$ cat config.mk
export PLATFORM = sky130hd
export DESIGN_NAME = nwm_host
export DESIGN_NICKNAME = d
export VERILOG_FILES = /design/src/nwm_pkg.sv /design/src/nwm_host.sv
export SDC_FILE = /design/constraint.sdc
export NUM_CORES = 1
export LEC_CHECK = 0
export ABC_AREA = 1
export BUFFER_PORTS_ARGS = -buffer_cell sky130_fd_sc_hd__buf_2
export CAP_MARGIN = 20
export CORE_ASPECT_RATIO = 0.5
export CORE_MARGIN = 2
export CORE_UTILIZATION = 30
export CTS_BUF_LIST = sky130_fd_sc_hd__clkbuf_4 sky130_fd_sc_hd__clkbuf_8
export CTS_CLUSTER_SIZE = 30
export DETAILED_ROUTE_END_ITERATION = 8
export GPL_TIMING_DRIVEN = 0
export SLEW_MARGIN = 10
export SYNTH_ARGS = -nofsm -noshare
export SYNTH_HDL_FRONTEND = slang
export SYNTH_SLANG_ARGS = --single-unit
$ cat constraint.sdc
create_clock -name clk -period 7 [get_ports clk]
set_clock_uncertainty 0.05 [all_clocks]
set_input_delay 0.35 -clock clk [delete_from_list [all_inputs] [get_ports clk]]
set_output_delay 0.35 -clock clk [all_outputs]
set_load 0.01 [all_outputs]
$ cat src/nwm_pkg.sv
package nwm_pkg;
  localparam int unsigned CLK_HZ = 100_000_000;
  localparam int unsigned STROBE_NS = 450;
  localparam int unsigned PERIOD_NS = 2000;
  localparam int unsigned DONE_MAX_NS = 500;
  localparam int unsigned HOLD_NS = 150;
  localparam int unsigned STROBE_CYC = (STROBE_NS * (CLK_HZ / 1_000_000)) / 1000;
  localparam int unsigned PERIOD_CYC = (PERIOD_NS * (CLK_HZ / 1_000_000)) / 1000;
  localparam int unsigned DONE_MAX_CYC = (DONE_MAX_NS * (CLK_HZ / 1_000_000)) / 1000;
  localparam int unsigned HOLD_CYC = (HOLD_NS * (CLK_HZ / 1_000_000) + 999) / 1000;
  localparam int unsigned MULTI_READS = 7;
  localparam logic [3:0] SEL_ON = 4'hf;
  // register byte offsets
  localparam logic [7:0] OFF_CTRL = 8'h00;
  localparam logic [7:0] OFF_DATA = 8'h04;
  localparam logic [7:0] OFF_ADDR = 8'h08;
  localparam logic [7:0] OFF_STAT = 8'h0c;
  localparam logic [7:0] OFF_PER = 8'h10;
  localparam logic [7:0] OFF_RDAT = 8'h14;
  // ctrl fields
  localparam int unsigned CT_START = 0;
  localparam int unsigned CT_STOP = 1;
  localparam int unsigned CT_RESET = 2;
  localparam int unsigned CT_WRITE = 3;
  localparam int unsigned CT_SEQADR = 4;
  localparam int unsigned CT_SEQDAT = 5;
  localparam int unsigned CT_READ7 = 6;
  localparam int unsigned CT_SEL = 8;
  typedef enum logic [2:0] {
    NWM_IDLE, NWM_STROBE, NWM_WAIT, NWM_GAP
  } nwm_state_e;
endpackage : nwm_pkg

$ cat src/nwm_host.sv
`timescale 1ns/1ps
module nwm_host
  import nwm_pkg::*;
#(
  parameter int unsigned AW = 12,
  parameter int unsigned DW = 18
) (
  // clock and reset
  input wire logic clk,
  input wire logic rst,
  // apb slave
  input wire logic psel,
  input wire logic penable,
  input wire logic pwrite,
  input wire logic [7:0] paddr,
  input wire logic [31:0] pwdata,
  output logic [31:0] prdata,
  output logic pready,
  output logic pslverr,
  // memory unit pins
  output logic strobe,
  output logic rd_wr_n,
  output logic [AW-1:0] addr,
  output logic [DW-1:0] data_input_line,
  output logic [3:0] unit_sel,
  input wire logic read_done_n_i,
  output logic read_done_n_o,
  output logic read_done_n_oe,
  input wire logic [DW-1:0] dout_n_i,
  output logic [DW-1:0] dout_n_o,
  output logic [DW-1:0] dout_n_oe
);
  ////////////////////////////////////////////////////////////////////////////
  // pin receive: host only pulls up, never sinks open-collector lines
  assign read_done_n_o = 1'b1;
  assign read_done_n_oe = 1'b0;
  assign dout_n_o = '1;
  assign dout_n_oe = '0;

  logic done_m_ff, done_s_ff, done_d_ff;
  logic [DW-1:0] dout_m_ff, dout_s_ff;
  // two-flop sync of unit outputs
  always_ff @(posedge clk) begin
    done_m_ff <= read_done_n_i;
    done_s_ff <= done_m_ff;
    done_d_ff <= done_s_ff;
    dout_m_ff <= dout_n_i;
    dout_s_ff <= dout_m_ff;
  end
  // synced read-done edge; the line idles high, so no false edge after reset
  wire done_fall = done_d_ff & ~done_s_ff;

  ////////////////////////////////////////////////////////////////////////////
  // registers
  logic run_ff, nxt_run;
  logic wr_mode_ff, nxt_wr_mode, seq_adr_ff, nxt_seq_adr;
  logic seq_dat_ff, nxt_seq_dat, read7_ff, nxt_read7;
  logic err_ff, nxt_err, pass_ff, nxt_pass;
  logic [3:0] sel_ff, nxt_sel;
  logic [DW-1:0] man_ff, nxt_man, rdat_ff, nxt_rdat, exp_ff, nxt_exp;
  logic [AW-1:0] adr_ff, nxt_adr, err_adr_ff, nxt_err_adr;
  logic [15:0] per_ff, nxt_per;
  logic [1:0] phase_ff, nxt_phase; // 0 w0,1 r0,2 w1,3 r1
  logic [2:0] rcnt_ff, nxt_rcnt;
  logic [15:0] cnt_ff, nxt_cnt;
  logic acc_wr_ff, nxt_acc_wr;
  logic [DW-1:0] wdat_ff, nxt_wdat;
  nwm_state_e st_ff, nxt_st;

  // apb decode; a zero-wait slave keeps the bus master simple
  wire acc = psel & penable;
  wire wr_acc = acc & pwrite;
  assign pready = 1'b1; // zero-wait slave
  assign pslverr = 1'b0;

  logic [31:0] prdata_ff, nxt_prdata;
  // read word picked in the setup cycle and held in a flop, so the
  // access cycle still answers with no wait state
  always_comb begin
    nxt_prdata = prdata_ff;
    if (psel && !penable) begin
      case (paddr)
        OFF_CTRL: nxt_prdata = {20'h0_0000, sel_ff, 1'b0, read7_ff, seq_dat_ff, seq_adr_ff,
                                wr_mode_ff, 3'h0};
        OFF_DATA: nxt_prdata = {14'h0000, man_ff};
        OFF_ADDR: nxt_prdata = {20'h0_0000, adr_ff};
        OFF_STAT: nxt_prdata = {18'h0_0000, err_adr_ff, pass_ff, err_ff};
        OFF_PER: nxt_prdata = {16'h0000, per_ff};
        OFF_RDAT: nxt_prdata = {14'h0000, rdat_ff};
        default: nxt_prdata = '0; // unmapped reads zero
      endcase
    end
  end

  // read word register
  always_ff @(posedge clk) begin
    if (rst) begin
      prdata_ff <= '0;
    end else begin
      prdata_ff <= nxt_prdata;
    end
  end
  assign prdata = prdata_ff;

  // the expected word for current phase
  function automatic logic [DW-1:0] pat(input logic [1:0] ph, input logic seqd,
                                        input logic [DW-1:0] manual_pattern);
    if (!seqd) return manual_pattern;
    return ph[1] ? '1 : '0;
  endfunction

  // direction and end of sweep for the coming access
  wire is_rd_phase = seq_dat_ff ? phase_ff[0] : ~wr_mode_ff;
  wire last_adr = &adr_ff;

  ////////////////////////////////////////////////////////////////////////////
  // sequencer next-state
  always_comb begin
    nxt_run = run_ff;
    nxt_wr_mode = wr_mode_ff;
    nxt_seq_adr = seq_adr_ff;
    nxt_seq_dat = seq_dat_ff;
    nxt_read7 = read7_ff;
    nxt_sel = sel_ff;
    nxt_man = man_ff;
    nxt_adr = adr_ff;
    nxt_per = per_ff;
    nxt_err = err_ff;
    nxt_pass = pass_ff;
    nxt_err_adr = err_adr_ff;
    nxt_rdat = rdat_ff;
    nxt_exp = exp_ff;
    nxt_phase = phase_ff;
    nxt_rcnt = rcnt_ff;
    nxt_cnt = cnt_ff;
    nxt_acc_wr = acc_wr_ff;
    nxt_wdat = wdat_ff;
    nxt_st = st_ff;
    if (wr_acc && paddr == OFF_CTRL) begin
      nxt_wr_mode = pwdata[CT_WRITE];
      nxt_seq_adr = pwdata[CT_SEQADR];
      nxt_seq_dat = pwdata[CT_SEQDAT];
      nxt_read7 = pwdata[CT_READ7];
      nxt_sel = pwdata[CT_SEL+:4];
      if (pwdata[CT_RESET]) begin
        nxt_err = 1'b0;
        nxt_pass = 1'b0;
        nxt_phase = '0;
        nxt_rcnt = '0;
      end
      // start and stop in one write leave the sequencer stopped
      if (pwdata[CT_START]) nxt_run = 1'b1;
      if (pwdata[CT_STOP]) nxt_run = 1'b0;
    end
    if (wr_acc && paddr == OFF_DATA) nxt_man = pwdata[DW-1:0];
    // address frozen while strobe is high; a write then is dropped
    if (wr_acc && paddr == OFF_ADDR && st_ff != NWM_STROBE) nxt_adr = pwdata[AW-1:0];
    if (wr_acc && paddr == OFF_PER) nxt_per = pwdata[15:0];
    // events below follow the register writes, so a sequencer event beats a register write
    case (st_ff)
      // launch a new access unless stopped or an error is latched
      NWM_IDLE: begin
        if (run_ff && !err_ff) begin
          nxt_acc_wr = ~is_rd_phase;
          nxt_wdat = pat(phase_ff, seq_dat_ff, man_ff);
          nxt_exp = pat(phase_ff, seq_dat_ff, man_ff);
          nxt_cnt = '0;
          nxt_st = NWM_STROBE;
        end
      end
      NWM_STROBE: begin
        nxt_cnt = cnt_ff + 16'd1;
        // read-done expected within the window from strobe rise
        if (done_fall && !acc_wr_ff) begin
          nxt_rdat = ~dout_s_ff; // lines low = data one, sampled at done edge
          if (~dout_s_ff != exp_ff) begin
            nxt_err = 1'b1;
            nxt_err_adr = adr_ff;
          end
          nxt_acc_wr = 1'b1; // marks read answered
        end
        if (cnt_ff == 16'(STROBE_CYC - 1)) nxt_st = NWM_WAIT;
      end
      NWM_WAIT: begin
        nxt_cnt = cnt_ff + 16'd1;
        if (done_fall && !acc_wr_ff) begin
          nxt_rdat = ~dout_s_ff;
          if (~dout_s_ff != exp_ff) begin
            nxt_err = 1'b1;
            nxt_err_adr = adr_ff;
          end
          nxt_acc_wr = 1'b1;
        end
        // no read-done in time: unselected or faulty unit
        if (!acc_wr_ff && cnt_ff == 16'(DONE_MAX_CYC + 3)) begin
          nxt_err = 1'b1;
          nxt_err_adr = adr_ff;
          nxt_acc_wr = 1'b1;
        end
        if (acc_wr_ff && cnt_ff >= 16'(DONE_MAX_CYC + 3)) nxt_st = NWM_GAP;
      end
      // gap: period counted from strobe rise, then one idle cycle
      default: begin
        nxt_cnt = cnt_ff + 16'd1;
        if (cnt_ff >= per_ff - 16'd1) begin
          nxt_st = NWM_IDLE;
          if (seq_dat_ff) begin
            if (phase_ff[0] && read7_ff && rcnt_ff != 3'(MULTI_READS - 1))
              nxt_rcnt = rcnt_ff + 3'd1;
            else begin
              nxt_rcnt = '0;
              nxt_phase = phase_ff + 2'd1;
              if (phase_ff == 2'd3 && seq_adr_ff) nxt_adr = adr_ff + 1'b1;
            end
          end else if (seq_adr_ff) begin
            nxt_adr = adr_ff + 1'b1;
            if (last_adr && wr_mode_ff) begin
              nxt_run = 1'b0;
              nxt_pass = 1'b1;
            end
          end else nxt_run = 1'b0;
        end
      end
    endcase
    // a latched error halts the sweep
    if (err_ff) nxt_run = 1'b0;
  end

  // sequencer registers; reset leaves write mode, sequential address, unit on
  always_ff @(posedge clk) begin
    if (rst) begin
      run_ff <= 1'b0;
      wr_mode_ff <= 1'b1;
      seq_adr_ff <= 1'b1;
      seq_dat_ff <= 1'b0;
      read7_ff <= 1'b0;
      sel_ff <= SEL_ON;
      man_ff <= '0;
      adr_ff <= '0;
      per_ff <= 16'(PERIOD_CYC);
      err_ff <= 1'b0;
      pass_ff <= 1'b0;
      err_adr_ff <= '0;
      rdat_ff <= '0;
      exp_ff <= '0;
      phase_ff <= '0;
      rcnt_ff <= '0;
      cnt_ff <= '0;
      acc_wr_ff <= 1'b0;
      wdat_ff <= '0;
      st_ff <= NWM_IDLE;
    end else begin
      run_ff <= nxt_run;
      wr_mode_ff <= nxt_wr_mode;
      seq_adr_ff <= nxt_seq_adr;
      seq_dat_ff <= nxt_seq_dat;
      read7_ff <= nxt_read7;
      sel_ff <= nxt_sel;
      man_ff <= nxt_man;
      adr_ff <= nxt_adr;
      per_ff <= nxt_per;
      err_ff <= nxt_err;
      pass_ff <= nxt_pass;
      err_adr_ff <= nxt_err_adr;
      rdat_ff <= nxt_rdat;
      exp_ff <= nxt_exp;
      phase_ff <= nxt_phase;
      rcnt_ff <= nxt_rcnt;
      cnt_ff <= nxt_cnt;
      acc_wr_ff <= nxt_acc_wr;
      wdat_ff <= nxt_wdat;
      st_ff <= nxt_st;
    end
  end

  ////////////////////////////////////////////////////////////////////////////
  // pin drive; rd/wr level held from idle until next idle
  logic strobe_ff, nxt_strobe, rdwr_ff, nxt_rdwr;
  // strobe and level leave flops on the same edge that the state moves,
  // so the unit never sees a glitch from the decode
  always_comb begin
    nxt_strobe = (nxt_st == NWM_STROBE);
    nxt_rdwr = rdwr_ff;
    if (st_ff == NWM_IDLE && nxt_st == NWM_STROBE) begin
      nxt_rdwr = is_rd_phase;
    end
  end

  // pin registers
  always_ff @(posedge clk) begin
    if (rst) begin
      strobe_ff <= 1'b0;
      rdwr_ff <= 1'b1;
    end else begin
      strobe_ff <= nxt_strobe;
      rdwr_ff <= nxt_rdwr;
    end
  end
  assign strobe = strobe_ff;
  assign rd_wr_n = rdwr_ff;
  assign addr = adr_ff;
  assign data_input_line = wdat_ff;
  assign unit_sel = sel_ff;
endmodule : nwm_host

# After elaboration in Yosys (flattened, before gate mapping)

Cells that the tools add are included.

$add $sub $neg: 5
$lt $le $gt $ge: 2
Equality and inequality tests: 15
Mux-type cells: 63
Bitwise gates (word level): 7
Reductions and logical operators: 29

Operators by type and width:

| cell                    | count |
|---|---|
| $mux W12                | 10 |
| $pmux W18 S6            | 1 |
| $mux W18                | 3 |
| $eq A16 B6 Y1 const B   | 2 |
| $mux W16                | 2 |
| $mux W3                 | 10 |
| $mux W1                 | 27 |
| $pmux W12 S2            | 1 |
| $ne A18 B18 Y1          | 1 |
| $not A18 Y18            | 1 |
| $add A16 B1 Y16 const B | 1 |
| $eq A8 B4 Y1 const B    | 2 |
| $eq A8 B5 Y1 const B    | 2 |
| $ge A16 B16 Y1          | 1 |
| $ge A16 B6 Y1 const B   | 1 |
| $sub A16 B1 Y16 const B | 1 |
| $logic_and A1 B1 Y1     | 15 |
| $add A12 B1 Y12 const B | 1 |
| $mux W2                 | 6 |
| $reduce_and A12 Y1      | 1 |
| $pmux W3 S3             | 1 |
| $eq A8 B3 Y1 const B    | 1 |
| $logic_not A8 Y1        | 1 |
| $eq A3 B1 Y1 const B    | 2 |
| 18 further kinds        | 27 |

Register bits after elaboration: 203
Bits of input ports: 64
Output and inout port bits: 108
Logic and storage cells: 148

# Longest topological paths before layout

Depth after elaboration: 10
Mapped depth: 21
Gate-level depth less buffers: 21

# Least setup slack after synthesis

No wires, ideal clock.

Path type: register to register
Start: register per_ff[0]
End: register adr_ff[0], in the netlist addr[0]
Arrival: 2.428 ns
Slack: 4.406 ns
Cell stages (with the launch flop): 18
Buffers on the path: 1
Clock period less this slack: 2.594 ns
Cells stage by stage: dfxtp_1 > inv_1 > ha_1 > nand4_1 > inv_1 > nand2_1 > nor4_1 > xor2_1 > inv_1 > ha_1 > nand2_1 > nor3_1 > nand2_1 > nand2_2 > nand3_4 > buf_6 > o21ai_0 > nor2_1

Longest elaborated chain between the ends: 4

Ends and longest elaborated chain:

| element                | line            | RTL |
|---|---|---|
| start, declared        | nwm_host.sv:62  | `logic [15:0] per_ff, nxt_per;` |
| start signal, assigned | nwm_host.sv:240 | `per_ff <= 16'(PERIOD_CYC);` |
| start signal, assigned | nwm_host.sv:261 | `per_ff <= nxt_per;` |
| $sub A16 B1 Y16        | nwm_host.sv:205 | `if (cnt_ff >= per_ff - 16'd1) begin` |
| $ge A16 B16 Y1         | nwm_host.sv:205 |  |
| $mux W12               | nwm_host.sv:205 |  |
| $mux W12               | nwm_host.sv:160 | `case (st_ff)` |
| end signal, assigned   | nwm_host.sv:260 | `adr_ff <= nxt_adr;` |
| end, declared          | nwm_host.sv:61  | `logic [AW-1:0] adr_ff, nxt_adr, err_adr_ff, nxt_err_adr;` |

Every way passes these cells.
A chain may end at the register's enable or synchronous reset.

# Worst setup path in the final report

Start: register per_ff[0]
End: register adr_ff[10], in the netlist addr[10]

The elaborated chain is that of the path after synthesis.

==> reports/metrics.cfg <==
[global_route]
grt-ovfl-total=0
grt.total_usage_pct=17.74
grt_max_degree=17
antenna_found_initial=0
grt_pass1_vias=7723
grt_pass1_wl_um=43770

[timing]
setup_slack_ps=3901
hold_slack_ps=116.7
worst_slew_pin_slew_ps=798.5
timing.final.crit_period_ps=3099
setup_violations=0
relSlewSlack_pct=46.77
setup-tns-final_ps=0
fin_crit_sh_pct=44.27
drv_slew=0
rsz0062_at_grt=false
clock.fmax_mhz=322.7
hold_viol_final=0

[worst_hold_path]
min_path_type=in -> reg

[cts]
cts_root_buf=clkbuf_8
clk_pin_slew_ps=100
clk_latency_ps=470
h-tree-depth=4
postCtsSetupBuffers=0
cts_tree=done
cts.sinks=189
clock_path_buffers=2
cts_made_buffers=17

[cells_and_area]
finalNetCount=1512
drive_gt1_share_pct=17.28
multi_input_area_sq_um=4357
seqCellArea_sq_um=3784
fillers=3178
diodes=0
fin_cells=1826
final_util_pct=36.96
synthToLayoutAreaGrowth_pct=19.69

[place]
gp_congestion=0.9186
dp_slack_ps=3936
placed_cells=1776
place_hpwl_um=22120
numPortBuffers=103

[worst_setup_path]
path_delay_family=simple AND/OR/NAND/NOR gates
path_cells=inv_1, ha_1, nand4_1, inv_1, nand2_1, nor4_1, xor2_1, inv_1, ha_1, nand2_1, o21ai_0, a21oi_1, nand2_2, nand3_4, buf_6, nand3_1, nand2_1, nor2_1
path_max_fanout=10
start_kind=register
required_ps=7360
critical_path_class=reg -> reg
cp_slowest_stage_delay_ps=340
critPathArrivalTime_ps=3460
cp_slowest_cell=dfxtp_1
cp_num_buf_inv=4
end_kind=register

[route]
routed.top_layer=met4
dr.pass1.iters=5
wl_met2_um=12810
vias=8615
met3WireLength_um=1917
ant_nets=0
met1Wirelength_um=13260
drc=0
wirelength_um=28610
viasPerCell=4.718
wire_per_inst_um=15.67
drt-initial-drc-count=741

[pwr]
power-per-cell-area_nw_per_um2=181.3
peakVddDrop_v=0.00009284
leakagePower_uw=0.004842

[die]
coreArea_sq_um=29400
initial_core_util_pct=30.88
die_area_sq_um=31750
rows=44
io_pins=172
die_h_um=127.0
die_w_um=250.0

[logic_synthesis]
async_reset_ff_share_pct=0
synth.top_cell.area_share_pct=41.68
syn_inst=1230
synth_edf_count=0
synth_common_cells=nand2_1, dfxtp_1, inv_1, nor2_1, o21ai_0
syn_area_sq_um=9079
yosysMostFrequentCell=nand2_1
yosysWarnings=0
avgSynthCellArea_sq_um=7.381
yosys_register_bits=189
synth.distinct_cells=43
yosys-top-cells-area=dfxtp_1, nand2_1, o21ai_0
yosysSeqAreaShare_pct=41.68
synth_largest_area_cell=dfxtp_1
synthFlopType=dfxtp_1

[run]
maxCapViolCount=0

[status]
outcome=finished clean

-- layout make-up --
type                    count  share of cell area (%)
multi-input cells         863                   40.09
clock inverters            11                   1.244
clock buffers              20                   2.418
flip-flops and latches    189                   34.82
well taps                 391                   4.502
repair buffers            122                   6.494
plain buffers              98                   5.861
inverters                 132                   4.571
-- worst paths after layout --
kind	start	end	slack (ps)	cells past startpoint
max	per_ff[0]$_SDFFE_PP0P_	addr[10]$_SDFF_PP0_	3900	18
min	pwdata[15]	man_ff[15]$_SDFFE_PP0P_	120	3
max reg2reg	per_ff[0]$_SDFFE_PP0P_	addr[10]$_SDFF_PP0_	3900	18
min reg2reg	dout_m_ff[3]$_DFF_P_	dout_s_ff[3]$_DFF_P_	280	0
-- through the flow --
step	total power (uW)	cell area, sq um
floorplan	1189	9274
global placement	1234	10280
detailed placement	1234	10280
CTS	1977	10870
global route	2039	10870
finish	1970	10870
-- worst register-to-register path, stage by stage, from the launching register on --
cell	delay (ps)
dfxtp_1	340
inv_1	150
ha_1	260
nand4_1	160
inv_1	100
nand2_1	80
nor4_1	250
xor2_1	190
inv_1	60
ha_1	260
nand2_1	70
o21ai_0	210
a21oi_1	80
nand2_2	190
nand3_4	150
buf_6	170
nand3_1	110
nand2_1	70
nor2_1	90
-- cells in the final DEF (no fill, tap or decap), types with 3 or more instances in the layout --
master / n
a211oi_1: 4
a21oi_1: 103
a31oi_1: 22
buf_1: 3
buf_2: 111
buf_4: 59
buf_6: 5
clkbuf_1: 23
clkbuf_8: 18
conb_1: 54
dfxtp_1: 189
dlygate4sd3_1: 19
ha_1: 25
inv_1: 121
inv_2: 8
inv_6: 3
nand2_1: 253
nand2_2: 8
nand2_4: 5
nand3_1: 48
nand4_1: 12
nor2_1: 118
nor2_2: 8
nor2_4: 3
nor3_1: 13
nor3_2: 5
o2111ai_1: 3
o211ai_1: 8
o21ai_0: 113
o21ai_1: 9
o22ai_1: 4
xnor2_1: 6
xor2_1: 24
-- cells by family (layout without fill, tap and decap cells) --
group | count (synthesis) | in the layout | share of synthesized area (%)
adder cells (fa/ha/maj) | 25 | 25 | 3.445
other | 2 | 54 | 0.08272
AO/OA/AOI/OAI | 275 | 275 | 16.33
buffers and inverters | 230 | 383 | 12.49
XOR/XNOR | 30 | 30 | 2.894
flip-flops | 189 | 189 | 41.68
AND/OR/NAND/NOR | 479 | 479 | 23.08
-- state kept, by name (all words and copies together) (netlist names), 4 cells and up --
signal           count
err_adr_ff          12
man_ff              18
per_ff              16
data_input_line     18
unit_sel             4
dout_m_ff           18
dout_s_ff           18
cnt_ff              16
addr                12
rdat_ff             18
prdata              18
-- routing by layer --
| metal | vias to the layer above | global-route usage, % |
|---|---|---|
| met5 | - | 0 |
| met4 | 0 | 5.072 |
| met3 | 47 | 3.321 |
| met2 | 297 | 28.48 |
| met1 | 3974 | 24.45 |
| li1 | 4297 | - |
-- where the power goes --
part           switching (uW)  total [uW]  internal (uW)
combinational            71.6         122           50.7
clock                     411         750            339
sequential               8.58        1100           1090
-- repair_timing --
action,CTS,global route
gates resized for setup,0,0
endpoints found under the hold margin,19,0
setup endpoints to repair,0,0
hold buffers,19,0
No activity file was read; power rests on OpenSTA's default activity.
